[src/hw/io_isi_pkg.sv]
package io_isi_pkg;

    // ****************************************************************
    // Register map (byte addresses, one 32-bit word each)
    // ****************************************************************
    localparam logic [3:0] CTRL_OFFSET   = 4'h0;
    localparam logic [3:0] ISI_OFFSET    = 4'h4;
    localparam logic [3:0] STATUS_OFFSET = 4'h8;

    // ****************************************************************
    // Field positions
    // ****************************************************************
    localparam int CTRL_MODE_LSB      = 0;   // [2:0] one-hot output mode
    localparam int ISI_DELAY_LSB      = 0;   // [2:0] stretch setting
    localparam int STAT_HISTORY_LSB   = 0;   // [2:0] last three bits
    localparam int STAT_PAD_BIT       = 3;
    localparam int STAT_OE_N_BIT      = 4;
    localparam int STAT_STRETCH_BIT   = 5;
    localparam int STAT_UNDERRUN_BIT  = 6;   // sticky, write one to clear
    localparam int STAT_EVENTS_LSB    = 8;   // [15:8] stretch event count

    // ****************************************************************
    // Widths and reset values
    // ****************************************************************
    localparam int DELAY_WIDTH  = 3;
    localparam int EVENT_WIDTH  = 8;
    localparam logic [2:0] ISI_DELAY_RESET = 3'h0;
    localparam logic [2:0] HISTORY_RESET   = 3'h0;

    // ****************************************************************
    // Timing: pad clock cycles per serialized symbol
    // ****************************************************************
    localparam int SYMBOL_CYCLES_DEFAULT = 8;

    // ****************************************************************
    // Types
    // ****************************************************************
    typedef enum logic [2:0] {
        MODE_SDR       = 3'b001,
        MODE_DDR       = 3'b010,
        MODE_DDR_X2    = 3'b100
    } output_mode_e;

    localparam output_mode_e MODE_RESET = MODE_SDR;

    typedef enum logic [1:0] {
        PAD_STEADY  = 2'b01,
        PAD_STRETCH = 2'b10
    } pad_state_e;

endpackage

[src/hw/symbol_tick_divider.sv]
`timescale 1ns/1ps
`default_nettype none

module symbol_tick_divider #(
    parameter int PERIOD = 8
) (
    input  wire logic clock,
    input  wire logic nrst,
    output logic      tick
);

    // ****************************************************************
    // Free-running divider, one-cycle enable at the symbol boundary
    // ****************************************************************
    localparam int CW = (PERIOD > 1) ? $clog2(PERIOD) : 1;
    localparam logic [CW-1:0] LAST = CW'(PERIOD - 1);

    initial begin
        if (PERIOD < 2) begin
            $error("symbol_tick_divider: PERIOD must be at least 2");
        end
    end
    typedef struct packed {
        logic [CW-1:0] count;
        logic          tick;
    } div_state_s;

    div_state_s state;
    div_state_s next_state;
    // Wrap on the last count; the registered tick pulses one cycle later
    always_comb begin
        next_state = state;
        next_state.tick = (state.count == LAST);
        if (state.count == LAST) begin
            next_state.count = '0;
        end else begin
            next_state.count = state.count + 1'b1;
        end
    end

    always_ff @(posedge clock or negedge nrst) begin
        if (!nrst) begin
            state <= '0;
        end else begin
            state <= next_state;
        end
    end

    assign tick = state.tick;

endmodule

`default_nettype wire

[src/hw/two_entry_buffer.sv]
`timescale 1ns/1ps
`default_nettype none

module two_entry_buffer #(
    parameter int WIDTH = 1
) (
    input  wire logic             clock,
    input  wire logic             nrst,
    input  wire logic [WIDTH-1:0] in_data,
    input  wire logic             in_valid,
    output logic                  in_ready,
    output logic      [WIDTH-1:0] out_data,
    output logic                  out_valid,
    input  wire logic             out_ready
);

    initial begin
        if (WIDTH < 1) begin
            $error("two_entry_buffer: WIDTH must be at least 1");
        end
    end

    typedef struct packed {
        logic [1:0][WIDTH-1:0] slot;
        logic                  head;
        logic [1:0]            count;
        logic                  ready;
    } buf_state_s;

    buf_state_s state;
    buf_state_s next_state;
    logic       push;
    logic       pop;

    // ****************************************************************
    // Storage; ready is registered so the source sees a clean flop
    // ****************************************************************
    always_comb begin
        next_state = state;
        push = in_valid && state.ready;
        pop  = out_ready && (state.count != 2'd0);
        if (push) begin
            next_state.slot[state.head ^ state.count[0]] = in_data;
        end
        if (pop) begin
            next_state.head = ~state.head;
        end
        next_state.count = state.count + {1'b0, push} - {1'b0, pop};
        next_state.ready = (next_state.count != 2'd2);
    end

    always_ff @(posedge clock or negedge nrst) begin
        if (!nrst) begin
            state <= '{slot: '0, head: 1'b0, count: 2'd0, ready: 1'b1};
        end else begin
            state <= next_state;
        end
    end

    assign in_ready  = state.ready;
    assign out_valid = (state.count != 2'd0);
    assign out_data  = state.slot[state.head];

endmodule

`default_nettype wire

[src/hw/io_output_isi_tristate_regs.sv]
// Design decisions made here: the register offsets and the strobed register port.
`timescale 1ns/1ps
`default_nettype none

module io_output_isi_tristate_regs #(
    parameter int SYMBOL_CYCLES = io_isi_pkg::SYMBOL_CYCLES_DEFAULT
) (
    input  wire logic        clock,
    input  wire logic        nrst,
    input  wire logic [3:0]  reg_addr,
    input  wire logic [31:0] reg_wdata,
    input  wire logic        reg_write,
    input  wire logic        reg_read,
    output logic      [31:0] reg_rdata,
    input  wire logic        data_in,
    input  wire logic        data_valid,
    output logic             data_ready,
    input  wire logic        tristate_in,
    input  wire logic        strobe_phase_clock_a,
    input  wire logic        strobe_phase_clock_b,
    input  wire logic [2:0]  isi_delay_in,
    input  wire logic        isi_delay_load,
    output logic             pad_out,
    output logic             pad_oe_n
);

    // ****************************************************************
    // Elaboration checks
    // ****************************************************************
    // The largest stretch (7 cycles) must end inside the next symbol,
    // otherwise a stretched bit would swallow its successor.
    initial begin
        if (SYMBOL_CYCLES <= (1 << io_isi_pkg::DELAY_WIDTH) - 1) begin
            $error("SYMBOL_CYCLES must exceed the largest stretch setting");
        end
    end

    // ****************************************************************
    // State
    // ****************************************************************
    typedef struct packed {
        io_isi_pkg::output_mode_e mode;
        logic [2:0]               isi_delay;
        logic                     tristate_first;
        logic                     oe_n;
        io_isi_pkg::pad_state_e   pad_state;
        logic                     pad;
        logic                     cur_bit;
        logic [2:0]               stretch_cnt;
        logic [2:0]               history;
        logic                     underrun;
        logic [7:0]               events;
        logic [31:0]              rdata;
    } regs_state_s;

    regs_state_s state;
    regs_state_s next_state;

    // ****************************************************************
    // Symbol pacing and input buffering
    // ****************************************************************
    logic symbol_tick;
    logic buf_bit;
    logic buf_valid;

    symbol_tick_divider #(
        .PERIOD (SYMBOL_CYCLES)
    ) u_divider (
        .clock (clock),
        .nrst  (nrst),
        .tick  (symbol_tick)
    );

    // The buffer drains only at symbol boundaries, so a burst from the
    // core fills it and back-pressure reaches the source via data_ready.
    two_entry_buffer #(
        .WIDTH (1)
    ) u_buffer (
        .clock     (clock),
        .nrst      (nrst),
        .in_data   (data_in),
        .in_valid  (data_valid),
        .in_ready  (data_ready),
        .out_data  (buf_bit),
        .out_valid (buf_valid),
        .out_ready (symbol_tick)
    );

    // ****************************************************************
    // Combinational helpers
    // ****************************************************************
    logic       gearing;
    logic       phase_step;
    logic       new_bit;
    logic [2:0] new_history;
    logic       isolated;
    logic [31:0] read_value;

    // Gearing decode and phase stepping of the second tristate flop
    always_comb begin
        gearing    = (state.mode == io_isi_pkg::MODE_DDR_X2);
        phase_step = strobe_phase_clock_a || strobe_phase_clock_b;
    end

    // Next symbol: buffered bit, or repeat of the last one on underrun
    always_comb begin
        new_bit     = buf_valid ? buf_bit : state.cur_bit;
        new_history = {state.history[1:0], new_bit};
        // Isolated middle bit: 010 or 101; runs never match
        isolated    = (new_history == 3'b010)
                   || (new_history == 3'b101);
    end

    // Read mux; unmapped and misaligned words read as zero
    always_comb begin
        read_value = 32'h0000_0000;
        case (reg_addr)
            io_isi_pkg::CTRL_OFFSET: begin
                read_value[io_isi_pkg::CTRL_MODE_LSB +: 3] = state.mode;
            end
            io_isi_pkg::ISI_OFFSET: begin
                read_value[io_isi_pkg::ISI_DELAY_LSB +: 3] = state.isi_delay;
            end
            io_isi_pkg::STATUS_OFFSET: begin
                read_value[io_isi_pkg::STAT_HISTORY_LSB +: 3] = state.history;
                read_value[io_isi_pkg::STAT_PAD_BIT]          = state.pad;
                read_value[io_isi_pkg::STAT_OE_N_BIT]         = state.oe_n;
                read_value[io_isi_pkg::STAT_STRETCH_BIT] =
                    (state.pad_state == io_isi_pkg::PAD_STRETCH);
                read_value[io_isi_pkg::STAT_UNDERRUN_BIT]     = state.underrun;
                read_value[io_isi_pkg::STAT_EVENTS_LSB +: 8]  = state.events;
            end
            default: begin
                read_value = 32'h0000_0000;
            end
        endcase
    end

    // ****************************************************************
    // Next-state logic
    // ****************************************************************
    always_comb begin
        next_state = state;

        // Read data stands in the cycle after the strobe only
        next_state.rdata = reg_read ? read_value : 32'h0000_0000;

        // Mode register; values that are not one-hot are ignored
        if (reg_write && (reg_addr == io_isi_pkg::CTRL_OFFSET)) begin
            case (reg_wdata[io_isi_pkg::CTRL_MODE_LSB +: 3])
                io_isi_pkg::MODE_SDR: begin
                    next_state.mode = io_isi_pkg::MODE_SDR;
                end
                io_isi_pkg::MODE_DDR: begin
                    next_state.mode = io_isi_pkg::MODE_DDR;
                end
                io_isi_pkg::MODE_DDR_X2: begin
                    next_state.mode = io_isi_pkg::MODE_DDR_X2;
                end
                default: begin
                    next_state.mode = state.mode;
                end
            endcase
        end

        // Per-pin stretch setting; the strobe control load wins over
        // a software write in the same cycle
        if (isi_delay_load) begin
            next_state.isi_delay = isi_delay_in;
        end else if (reg_write && (reg_addr == io_isi_pkg::ISI_OFFSET)) begin
            next_state.isi_delay = reg_wdata[io_isi_pkg::ISI_DELAY_LSB +: 3];
        end

        // Tristate path: first flop always samples the core enable
        next_state.tristate_first = tristate_in;
        if (gearing) begin
            // Second flop, advanced on either strobe phase
            if (phase_step) begin
                next_state.oe_n = state.tristate_first;
            end
        end else begin
            // Single flop straight to the buffer enable
            next_state.oe_n = tristate_in;
        end

        // Underrun sticky: write one clears, a new underrun wins
        if (reg_write && (reg_addr == io_isi_pkg::STATUS_OFFSET)
            && reg_wdata[io_isi_pkg::STAT_UNDERRUN_BIT]) begin
            next_state.underrun = 1'b0;
        end
        if (symbol_tick && !buf_valid) begin
            next_state.underrun = 1'b1;
        end

        // Data path: stretch countdown within the current symbol
        case (state.pad_state)
            io_isi_pkg::PAD_STEADY: begin
                next_state.pad = state.cur_bit;
            end
            io_isi_pkg::PAD_STRETCH: begin
                // Hold the previous level until the count runs out
                if (state.stretch_cnt == 3'd1) begin
                    next_state.pad_state   = io_isi_pkg::PAD_STEADY;
                    next_state.stretch_cnt = 3'd0;
                    next_state.pad         = state.cur_bit;
                end else begin
                    next_state.stretch_cnt = state.stretch_cnt - 3'd1;
                end
            end
            default: begin
                next_state.pad_state   = io_isi_pkg::PAD_STEADY;
                next_state.stretch_cnt = 3'd0;
            end
        endcase

        // Symbol boundary: shift history, decide on stretching
        if (symbol_tick) begin
            next_state.cur_bit = new_bit;
            next_state.history = new_history;
            if (gearing && isolated && (state.isi_delay != 3'd0)) begin
                // Extend the isolated bit into the next symbol
                next_state.pad_state   = io_isi_pkg::PAD_STRETCH;
                next_state.stretch_cnt = state.isi_delay;
                next_state.pad         = state.cur_bit;
                next_state.events      = state.events + 8'd1;
            end else begin
                // Runs and non-gearing modes switch on the boundary
                next_state.pad_state   = io_isi_pkg::PAD_STEADY;
                next_state.stretch_cnt = 3'd0;
                next_state.pad         = new_bit;
            end
        end
    end

    // ****************************************************************
    // State register
    // ****************************************************************
    // Pad released (oe_n high) from reset until the core drives it
    always_ff @(posedge clock or negedge nrst) begin
        if (!nrst) begin
            state <= '{
                mode:        io_isi_pkg::MODE_RESET,
                isi_delay:   io_isi_pkg::ISI_DELAY_RESET,
                tristate_first: 1'b1,
                oe_n:        1'b1,
                pad_state:   io_isi_pkg::PAD_STEADY,
                pad:         1'b0,
                cur_bit:     1'b0,
                stretch_cnt: 3'd0,
                history:     io_isi_pkg::HISTORY_RESET,
                underrun:    1'b0,
                events:      8'd0,
                rdata:       32'h0000_0000
            };
        end else begin
            state <= next_state;
        end
    end

    // ****************************************************************
    // Outputs, each straight from a state flop
    // ****************************************************************
    assign reg_rdata = state.rdata;
    assign pad_out   = state.pad;
    assign pad_oe_n  = state.oe_n;

endmodule

`default_nettype wire

[config.mk]
export PLATFORM = sky130hd
export DESIGN_NAME = io_output_isi_tristate_regs
export DESIGN_NICKNAME = d
export VERILOG_FILES = /design/src/hw/io_isi_pkg.sv /design/src/hw/symbol_tick_divider.sv /design/src/hw/two_entry_buffer.sv /design/src/hw/io_output_isi_tristate_regs.sv
export SDC_FILE = /design/constraint.sdc
export NUM_CORES = 1
export LEC_CHECK = 0
export ABC_CLOCK_PERIOD_IN_PS = 2300
export BUFFER_PORTS_ARGS = -buffer_cell sky130_fd_sc_hd__buf_4
export CORE_ASPECT_RATIO = 0.75
export CORE_MARGIN = 1.5
export CORE_UTILIZATION = 51
export DETAILED_ROUTE_END_ITERATION = 6
export MAX_ROUTING_LAYER = met4
export PLACE_DENSITY = 0.8
export REMOVE_ABC_BUFFERS = 1
export SYNTH_ARGS = -nofsm -noshare
export SYNTH_HDL_FRONTEND = slang
export SYNTH_SLANG_ARGS = --single-unit
[constraint.sdc]
create_clock -name clock -period 2.3 [get_ports clock]
set_input_delay 0.23 -clock clock [delete_from_list [all_inputs] [get_ports clock]]
set_output_delay 0.23 -clock clock [all_outputs]
set_load 0.03 [all_outputs]
=== Yosys cells after proc, flatten, opt, wreduce, memory -nomap -nowiden ===
Index checks and enable logic that the tools add are counted.

* Flip-flop bits (word level): 53
* Bits in latches: 0
* RAM bits: 0
* Memory bits (read-only): 0
* Input bits: 49
* Output and inout port bits: 35
* Logic and storage cells: 95
* Memories: 0

* Add/subtract/negate cells: 5
* $mul: 0
* Divide/modulo/power cells: 0
* Order comparisons: 3
* Equal/unequal tests: 16
* Shift operators: 0
* Mux-type cells: 26
* Bitwise gates (word level): 2
* Reduce and logical (&&, ||, !) cells: 24

{| class="wikitable"
|+ Operators by type and width
! cell !! count
|-
| $mux 3 || 7
|-
| $pmux 3 s3 || 2
|-
| $mux 16 || 1
|-
| $eq 3x3->1 const B || 4
|-
| $logic_and 1x1->1 || 10
|-
| $mux 10 || 1
|-
| $reduce_bool 3->1 || 3
|-
| $add 8x1->8 const B || 1
|-
| $mux 1 || 8
|-
| $mux 8 || 1
|-
| $reduce_and 2->1 || 4
|-
| $eq 3x1->1 const B || 2
|-
| $eq 3x2->1 const B || 2
|-
| $pmux 3 s2 || 1
|-
| $reduce_bool 2->1 || 3
|-
| $eq 4x3->1 const B || 1
|-
| $eq 4x4->1 const B || 1
|-
| $logic_not 4->1 || 1
|-
| $lt 1x2->1 const B || 2
|-
| $mux 4 || 1
|-
| $ne 2x1->1 const B || 2
|-
| $pmux 2 s2 || 1
|-
| $add 3x1->3 const B || 1
|-
| $ne 3x1->1 const B || 1
|-
| 14 further kinds || 15
|}

=== Longest topological paths before layout ===
Gate-level depths: netlist (run 1).

* Word-level depth: 9
* Gate-level depth with buffers: 9
* Depth with buffers taken out: 8

=== Modules after synthesis ===
From an unflattened synthesis (run 1), not the netlist that was laid out.

* Cell total of the unflattened synthesis: 232
* Area total of the unflattened synthesis: 2,539.9 sq um

{| class="wikitable"
|+ By module, submodules not included
! module !! times used !! cells an instance !! area each (sq um) !! sequential area each (sq um)
|-
| io_output_isi_tristate_regs || 1 || 203 || 2,127.0 || 1,031.0
|-
| two_entry_buffer || 1 || 22 || 284.0 || 151.4
|-
| symbol_tick_divider || 1 || 7 || 128.9 || 100.1
|}

=== Worst setup path before layout (run 1) ===
OpenSTA, ideal clock, no wires.

* Kind: register -> register
* From: reg u_buffer.state[1] (netlist name)
* To: reg u_buffer.state (netlist bit u_buffer.in_ready)
* Setup time: 81 ps
* Arrival: 1,766 ps
* Data required time: 2,219 ps
* Setup slack: 453 ps
* Stages on the path, launching flop included: 9
* Path buffers: 0
* Period minus slack after synthesis: 1,847 ps
* Cell sequence: dfrtp_1 > o21ai_1 > inv_1 > ha_1 > inv_1 > ha_1 > xnor2_1 > xnor2_1 > nand2b_1

{| class="wikitable"
|+ RTL lines
! element !! line !! source
|-
| start: declaration || two_entry_buffer.sv:30 || <nowiki>buf_state_s state;</nowiki>
|-
| start signal: assignment || two_entry_buffer.sv:54 || <nowiki>state <= '{slot: '0, head: 1'b0, count: 2'd0, ready: 1'b1};</nowiki>
|-
| start signal: assignment || two_entry_buffer.sv:56 || <nowiki>state <= next_state;</nowiki>
|}

=== Worst setup path after layout (run 1) ===
* From: reg state[57] (netlist name)
* To: reg state[33] (netlist name)

* Longest elaborated chain between the ends: 4

{| class="wikitable"
|+ RTL lines
! element !! line !! source
|-
| start: declaration || io_output_isi_tristate_regs.sv:56 || <nowiki>regs_state_s state;</nowiki>
|-
| start signal: assignment || io_output_isi_tristate_regs.sv:241 || <nowiki>state <= '{</nowiki>
|-
| start signal: assignment || io_output_isi_tristate_regs.sv:256 || <nowiki>state <= next_state;</nowiki>
|-
| $eq 3x3->1 || io_output_isi_tristate_regs.sv:101 || <nowiki>gearing = (state.mode == io_isi_pkg::MODE_DDR_X2);</nowiki>
|-
| $logic_and 1x1->1 (2 in a row) || io_output_isi_tristate_regs.sv:220 || <nowiki>if (gearing && isolated && (state.isi_delay != 3'd0)) begin</nowiki>
|-
| $reduce_and 2->1 (no line) || -- ||
|}

Every way passes these cells.
A chain may end at the register's enable or synchronous reset.

==> results of run 1 <==
-- through the flow --
step / setup WS, ns / instance area, µm² / hold WS, ns / cells / utilization (%)
after floorplan: 0.4532 / 2382 / -0.06559 / 221 / -
after global placement: 0.4624 / 2758 / 0.2924 / 321 / 56.28
after detailed placement: 0.4442 / 2758 / 0.2934 / 321 / 56.28
after CTS: 0.4355 / 2884 / 0.02538 / 330 / 58.86
after global routing: 0.3839 / 2884 / 0.01576 / 330 / 58.86
final: 0.4275 / 2884 / 0.03520 / 330 / 58.86
-- registers in the layout, indices dropped and copies added, names as in the netlist --
signal	cells
pad_out	1
new_history	2
state	22
u_divider.state	3
u_divider.tick	1
pad_oe_n	1
u_buffer.state	5
reg_rdata	15
u_buffer.in_ready	1
-- area by class of cell --
type,count,area share (%)
tap,60,2.603
multi-input combinational,157,36.44
inverter,13,1.692
timing repair buffer,41,10.76
clock buffer,5,2.386
clock inverter,3,1.649
sequential,51,44.47
-- cell families (layout without fill, tap and decap cells) --
group                    count (synthesis)  count (layout)  share of synthesized area, %
multiplexers                            15              15                         6.705
other                                    1              17                        0.1446
flip-flops                              51              51                         49.45
XOR/XNOR                                12              12                         4.052
buffers and inverters                   51              62                         12.35
AO/OA/AOI/OAI                           32              32                         8.201
adder cells (fa/ha/maj)                  9               9                         4.342
AND/OR/NAND/NOR                         72              72                         14.76
-- critical path, stage by stage (launching register included) --
cell and delay [ns]:
dfrtp_1 0.43, or3b_1 0.53, nor3_4 0.39, nand2_4 0.11
mux2_4 0.31
-- power breakdown --
| group | switching [mW] | internal (mW) | total, mW |
|---|---|---|---|
| clock | 0.314 | 0.330 | 0.644 |
| sequential | 0.104 | 1.01 | 1.11 |
| combinational | 0.299 | 0.235 | 0.535 |
| total | 0.717 | 1.58 | 2.29 |
-- how the worst max path moves through the flow --
stage / cells after the start / end
after floorplan: 8 / u_buffer.in_ready
after global placement: 4 / state[33]
after detailed placement: 4 / state[33]
after CTS: 4 / state[33]
after global routing: 4 / state[33]
final: 4 / state[33]
-- layer usage --
metal / GRT usage [%] / share of wire (%)
met1: 23.47 / 47
met2: 26.79 / 46
met3: 4.204 / 5.5
met4: 5.242 / 1.4
met5: - / 0
-- what timing repair did --
action / in CTS / in global routing
endpoints found under the hold margin: 46 / 0
setup buffers: 0 / 0
hold buffers: 1 / 0
-- layout by cell type, fill, tap and decap left out, drive strengths merged, types with 2 or more instances in the layout --
| cell type | instances |
|---|---|
| a21o | 2 |
| a211oi | 2 |
| nor2b | 3 |
| a22o | 2 |
| nand4 | 3 |
| ha | 9 |
| nand2 | 9 |
| clkbuf | 5 |
| dfstp | 5 |
| nor3 | 3 |
| buf | 40 |
| nor2 | 21 |
| o21ai | 8 |
| mux2 | 6 |
| nand2b | 4 |
| xor2 | 2 |
| inv | 14 |
| o31ai | 2 |
| a32oi | 2 |
| conb | 17 |
| and2 | 13 |
| mux2i | 9 |
| and3 | 4 |
| nand3 | 10 |
| a21oi | 7 |
| dfrtp | 46 |
| xnor2 | 10 |
==> impl_metrics.yaml, run 1 <==
outcome:
  status: "complete, but fails checks"
  violations: "DRC"
synthesis:
  post_synth_num_cell_types: 43
  synth_common_cells: "dfrtp_1, buf_4, nor2_1"
  synth-seq-area-share_pct: 49.45
  ys_ff_latch: 51
  synth_flop_cell: "dfrtp_1"
  yosysTopAreaCell: "dfrtp_1"
  async_flop_share_pct: 100.0
  synth_area_um2: 2594
  yosysMostFrequentCell: "dfrtp_1"
  ys_warn_count: 0
  synth_top_cell_area_share_pct: 44.38
  avgSynthCellArea_um2: 10.67
  postSynthCellCount: 243
  synth_edf_count: 0
  synth_area_leaders: "dfrtp_1, buf_4, dfstp_2"
clock_tree:
  tritoncts: "built"
  clock-root-buffer: "clkbuf_8"
  cts.clk_slew.worst_paths_ns: 0.10
  clk_latency_ns: 0.31
  clockBufferDepth: 2
  cts-htree-levels: 2
  cts_resized: 0
  cts_num_sinks: 51
  cts_made_buffers: 5
routing:
  finalWirelength_um: 4268
  drc_errors: 5
  detail_route.iter0.violations: 121
  drtAntennaViolNets: 0
  wl_per_cell_um: 12.93
  vias: 1697
  viasPerCell: 5.142
  dr.pass1.iters: 7
pwr:
  finalPower_mw: 2.294
  leakagePower_nw: 1.479
  power_density_nw_per_um2: 795.3
  peakVddDrop_v: 0.0003099
critical_path:
  critPathMaxFanout: 7
  r2r-end: "state[33]"
  crit_path_end_kind: "register"
  startpoint: "state[57]"
  rrSetupSlack_ns: 0.43
  startpoint_type: "register"
  path_class: "register to register"
  r2r-start: "state[57]"
  reg2regPathDepth: 4
  critPathRequiredTime_ns: 2.50
  critical_path_arrival_ns: 2.07
grt:
  antenna_found_initial: 0
  grt_max_degree: 52
  grt_pass1_vias: 1635
  grt_pass1_wl_um: 7376
  grt.total_usage_pct: 17.52
  gr-total-overflow: 0
timing:
  fmax_mhz: 534.0
  period_needed_ns: 1.873
  setup_tns_ns: 0
  setup_viol: 0
  slew_headroom_pct: 57.84
  fin_skew_ns: 0.005546
  grt_setup_unrepaired: "false"
  hold_violations: 0
  fin_crit_sh_pct: 81.42
  tightestPinTransition_ns: 0.6324
  slew_viol_final: 0
min_path:
  worst_hold_path.endpoint: "state[52]"
  hold_path_class: "primary input to register"
  min_path_cells: 1
  hp-start: "tristate_in"
finish:
  antenna_cells: 0
  fillers: 431
  syn2layout_area_growth_pct: 11.19
  multi_input_area_um2: 1051
  drive_gt1_share_pct: 23.33
  nets: 327
  seq_area_um2: 1282
placement:
  port_buffers: 38
  routabilityCongestion: 0.8316
  post-dp-hpwl_um: 3109
floorplanning:
  rows: 22
  io_pins: 84
  core_region_area_um2: 4900
  die_w_um: 85.35
  dieHeight_um: 64.76
  die_area_um2: 5527
  start_util_pct: 52.94
flow_run:
  max-cap-violations: 0
Note: power is estimated with default switching activity, not from simulation.
==> run 2, diff against run 1 <==
--- a/config.mk
+++ b/config.mk
@@ -5,14 +5,14 @@
 export SDC_FILE = /design/constraint.sdc
 export NUM_CORES = 1
 export LEC_CHECK = 0
-export ABC_CLOCK_PERIOD_IN_PS = 2300
+export ABC_CLOCK_PERIOD_IN_PS = 1600
 export BUFFER_PORTS_ARGS = -buffer_cell sky130_fd_sc_hd__buf_4
 export CORE_ASPECT_RATIO = 0.75
 export CORE_MARGIN = 1.5
-export CORE_UTILIZATION = 51
+export CORE_UTILIZATION = 46
 export DETAILED_ROUTE_END_ITERATION = 6
 export MAX_ROUTING_LAYER = met4
-export PLACE_DENSITY = 0.8
+export PLACE_DENSITY = 0.76
 export REMOVE_ABC_BUFFERS = 1
 export SYNTH_ARGS = -nofsm -noshare
 export SYNTH_HDL_FRONTEND = slang
==> constraint.sdc (replaced) <==
create_clock -name clock -period 1.6 [get_ports clock]
set_input_delay 0.16 -clock clock [delete_from_list [all_inputs] [get_ports clock]]
set_output_delay 0.16 -clock clock [all_outputs]
set_load 0.03 [all_outputs]
==> impl_metrics.yaml, run 2 (synthesized netlist as in run 1, its figures left out) <==
timing:
  setup_viol: 0
  slew_viol_final: 0
  fin_skew_ns: 0.01124
  fin_crit_sh_pct: 99.23
  slew_headroom_pct: 58.50
  tightestPinTransition_ns: 0.6225
  grt_setup_unrepaired: "true"
  layout_setup_ws_ns: 0.01225
  period_needed_ns: 1.588
  fmax_mhz: 629.8
  hold_violations: 0
routing:
  drc_errors: 0
  vias: 1747
  finalWirelength_um: 4363
  dr.pass1.iters: 4
  drtAntennaViolNets: 0
  viasPerCell: 4.813
  detail_route.iter0.violations: 79
  wl_per_cell_um: 12.02
grt:
  grt_pass1_wl_um: 7293
  grt_pass1_vias: 1648
  antenna_found_initial: 0
  grt_max_degree: 52
  grt.total_usage_pct: 15.44
  gr-total-overflow: 0
finish:
  final_common_cell: "buf_4"
  syn2layout_area_growth_pct: 18.43
  fillers: 462
  antenna_cells: 0
  largest_register: "state"
  nets: 345
  largest_reg_flops: 22
  fin_area_um2: 3072
  drive_gt1_share_pct: 29.86
  final_cell_mix: "buf_4, dfrtp_1, nor2_1"
placement:
  port_buffers: 38
  placed_area_um2: 2867
  post-dp-hpwl_um: 3167
  dp_slack_ns: -0.03500
  routabilityCongestion: 0.8434
critical_path:
  critPathMaxFanout: 2
  critPathRequiredTime_ns: 1.84
  critical_path_arrival_ns: 1.83
  startpoint_type: "register"
  path_class: "register to register"
  crit_path_end_kind: "register"
floorplanning:
  die_area_um2: 6103
  io_pins: 84
  rows: 23
  core_region_area_um2: 5381
  die_w_um: 89.71
  start_util_pct: 48.20
  dieHeight_um: 68.03
clock_tree:
  clk_latency_ns: 0.30
  cts.clk_slew.worst_paths_ns: 0.10
  clock-root-buffer: "clkbuf_8"
  cts_made_buffers: 5
  cts_num_sinks: 51
  tritoncts: "built"
  clockBufferDepth: 2
  cts-htree-levels: 2
pwr:
  leakagePower_nw: 1.576
  peakVddDrop_v: 0.0006490
  power_density_nw_per_um2: 1128
min_path:
  hold_path_class: "primary input to register"
flow_run:
  max-cap-violations: 0
outcome:
  status: "complete, no violations"
-- run 2: path summary, 6_finish.rpt --
kind	endpoint	cells after the start	from	slack, ns
worst min register to register	u_divider.state[1]	1	u_divider.state[1]	0.44
min in group asynchronous	reg_rdata[6]	2	nrst	0.40
max in group asynchronous	reg_rdata[5]	2	nrst	0.76
worst max register to register	u_buffer.in_ready	8	u_buffer.state[1]	0.01
worst max-delay path	u_buffer.in_ready	8	u_buffer.state[1]	0.01
worst min-delay path	state[55]	3	isi_delay_in[2]	0.07
-- run 2: area by class of cell --
class / instances / area, µm² / area share [%]
repair buffers: 59 / 451.7 / 14.70
multi-input cells: 157 / 1079 / 35.11
clock inverters: 3 / 47.55 / 1.548
flip-flops and latches: 51 / 1282 / 41.75
well taps: 75 / 93.84 / 3.055
inverters: 13 / 48.80 / 1.589
clock buffers: 5 / 68.82 / 2.240
-- run 2: worst max-delay path, stage by stage (launching register included) --
cell and delay (ns):
dfrtp_1 0.40, o21ai_2 0.15, inv_1 0.08, ha_1 0.28, inv_1 0.04, ha_2 0.18
xnor2_2 0.13, xnor2_1 0.18, nand2b_1 0.07
-- run 2: per-layer routing --
metal	global-route usage [%]	vias up	wire length [µm]	part of all wire [%]
met5	-	-	0	0
met4	3.770	0	17	0.39
met2	26.43	41	2102	48
met1	19.07	850	2066	47
met3	3.444	2	176	4.0
li1	-	854	-	-
-- run 2: through the flow --
stage	utilization [%]	power (mW)	setup TNS [ns]	instances	hold WS, ns
2_1_floorplan	-	2.156	-0.5311	221	-0.1356
3_3_place_gp	53.27	2.463	0	348	0.2186
3_5_place_dp	53.27	2.496	-0.03537	348	0.2238
4_1_cts	56.34	3.415	-0.01301	361	0.05636
5_1_grt	57.08	3.653	-0.1104	363	0.06073
6_report	57.08	3.465	0	363	0.06897
-- run 2: report_power, final --
part           internal (mW)  leakage (nW)  switching, mW  total [mW]
Combinational          0.472         0.866          0.503       0.975
Clock                  0.474        0.0587          0.430       0.904
Sequential              1.45         0.651          0.132        1.59
Total                   2.40          1.58           1.07        3.46
-- run 2: what timing repair did --
action / CTS / global route
resized for setup: 2 / 6
hold buffers: 2 / 0
pin swaps: 5 / 7
endpoints found under the setup margin: 4 / 14
hold endpoints to repair: 47 / 0
setup buffers: 3 / 2
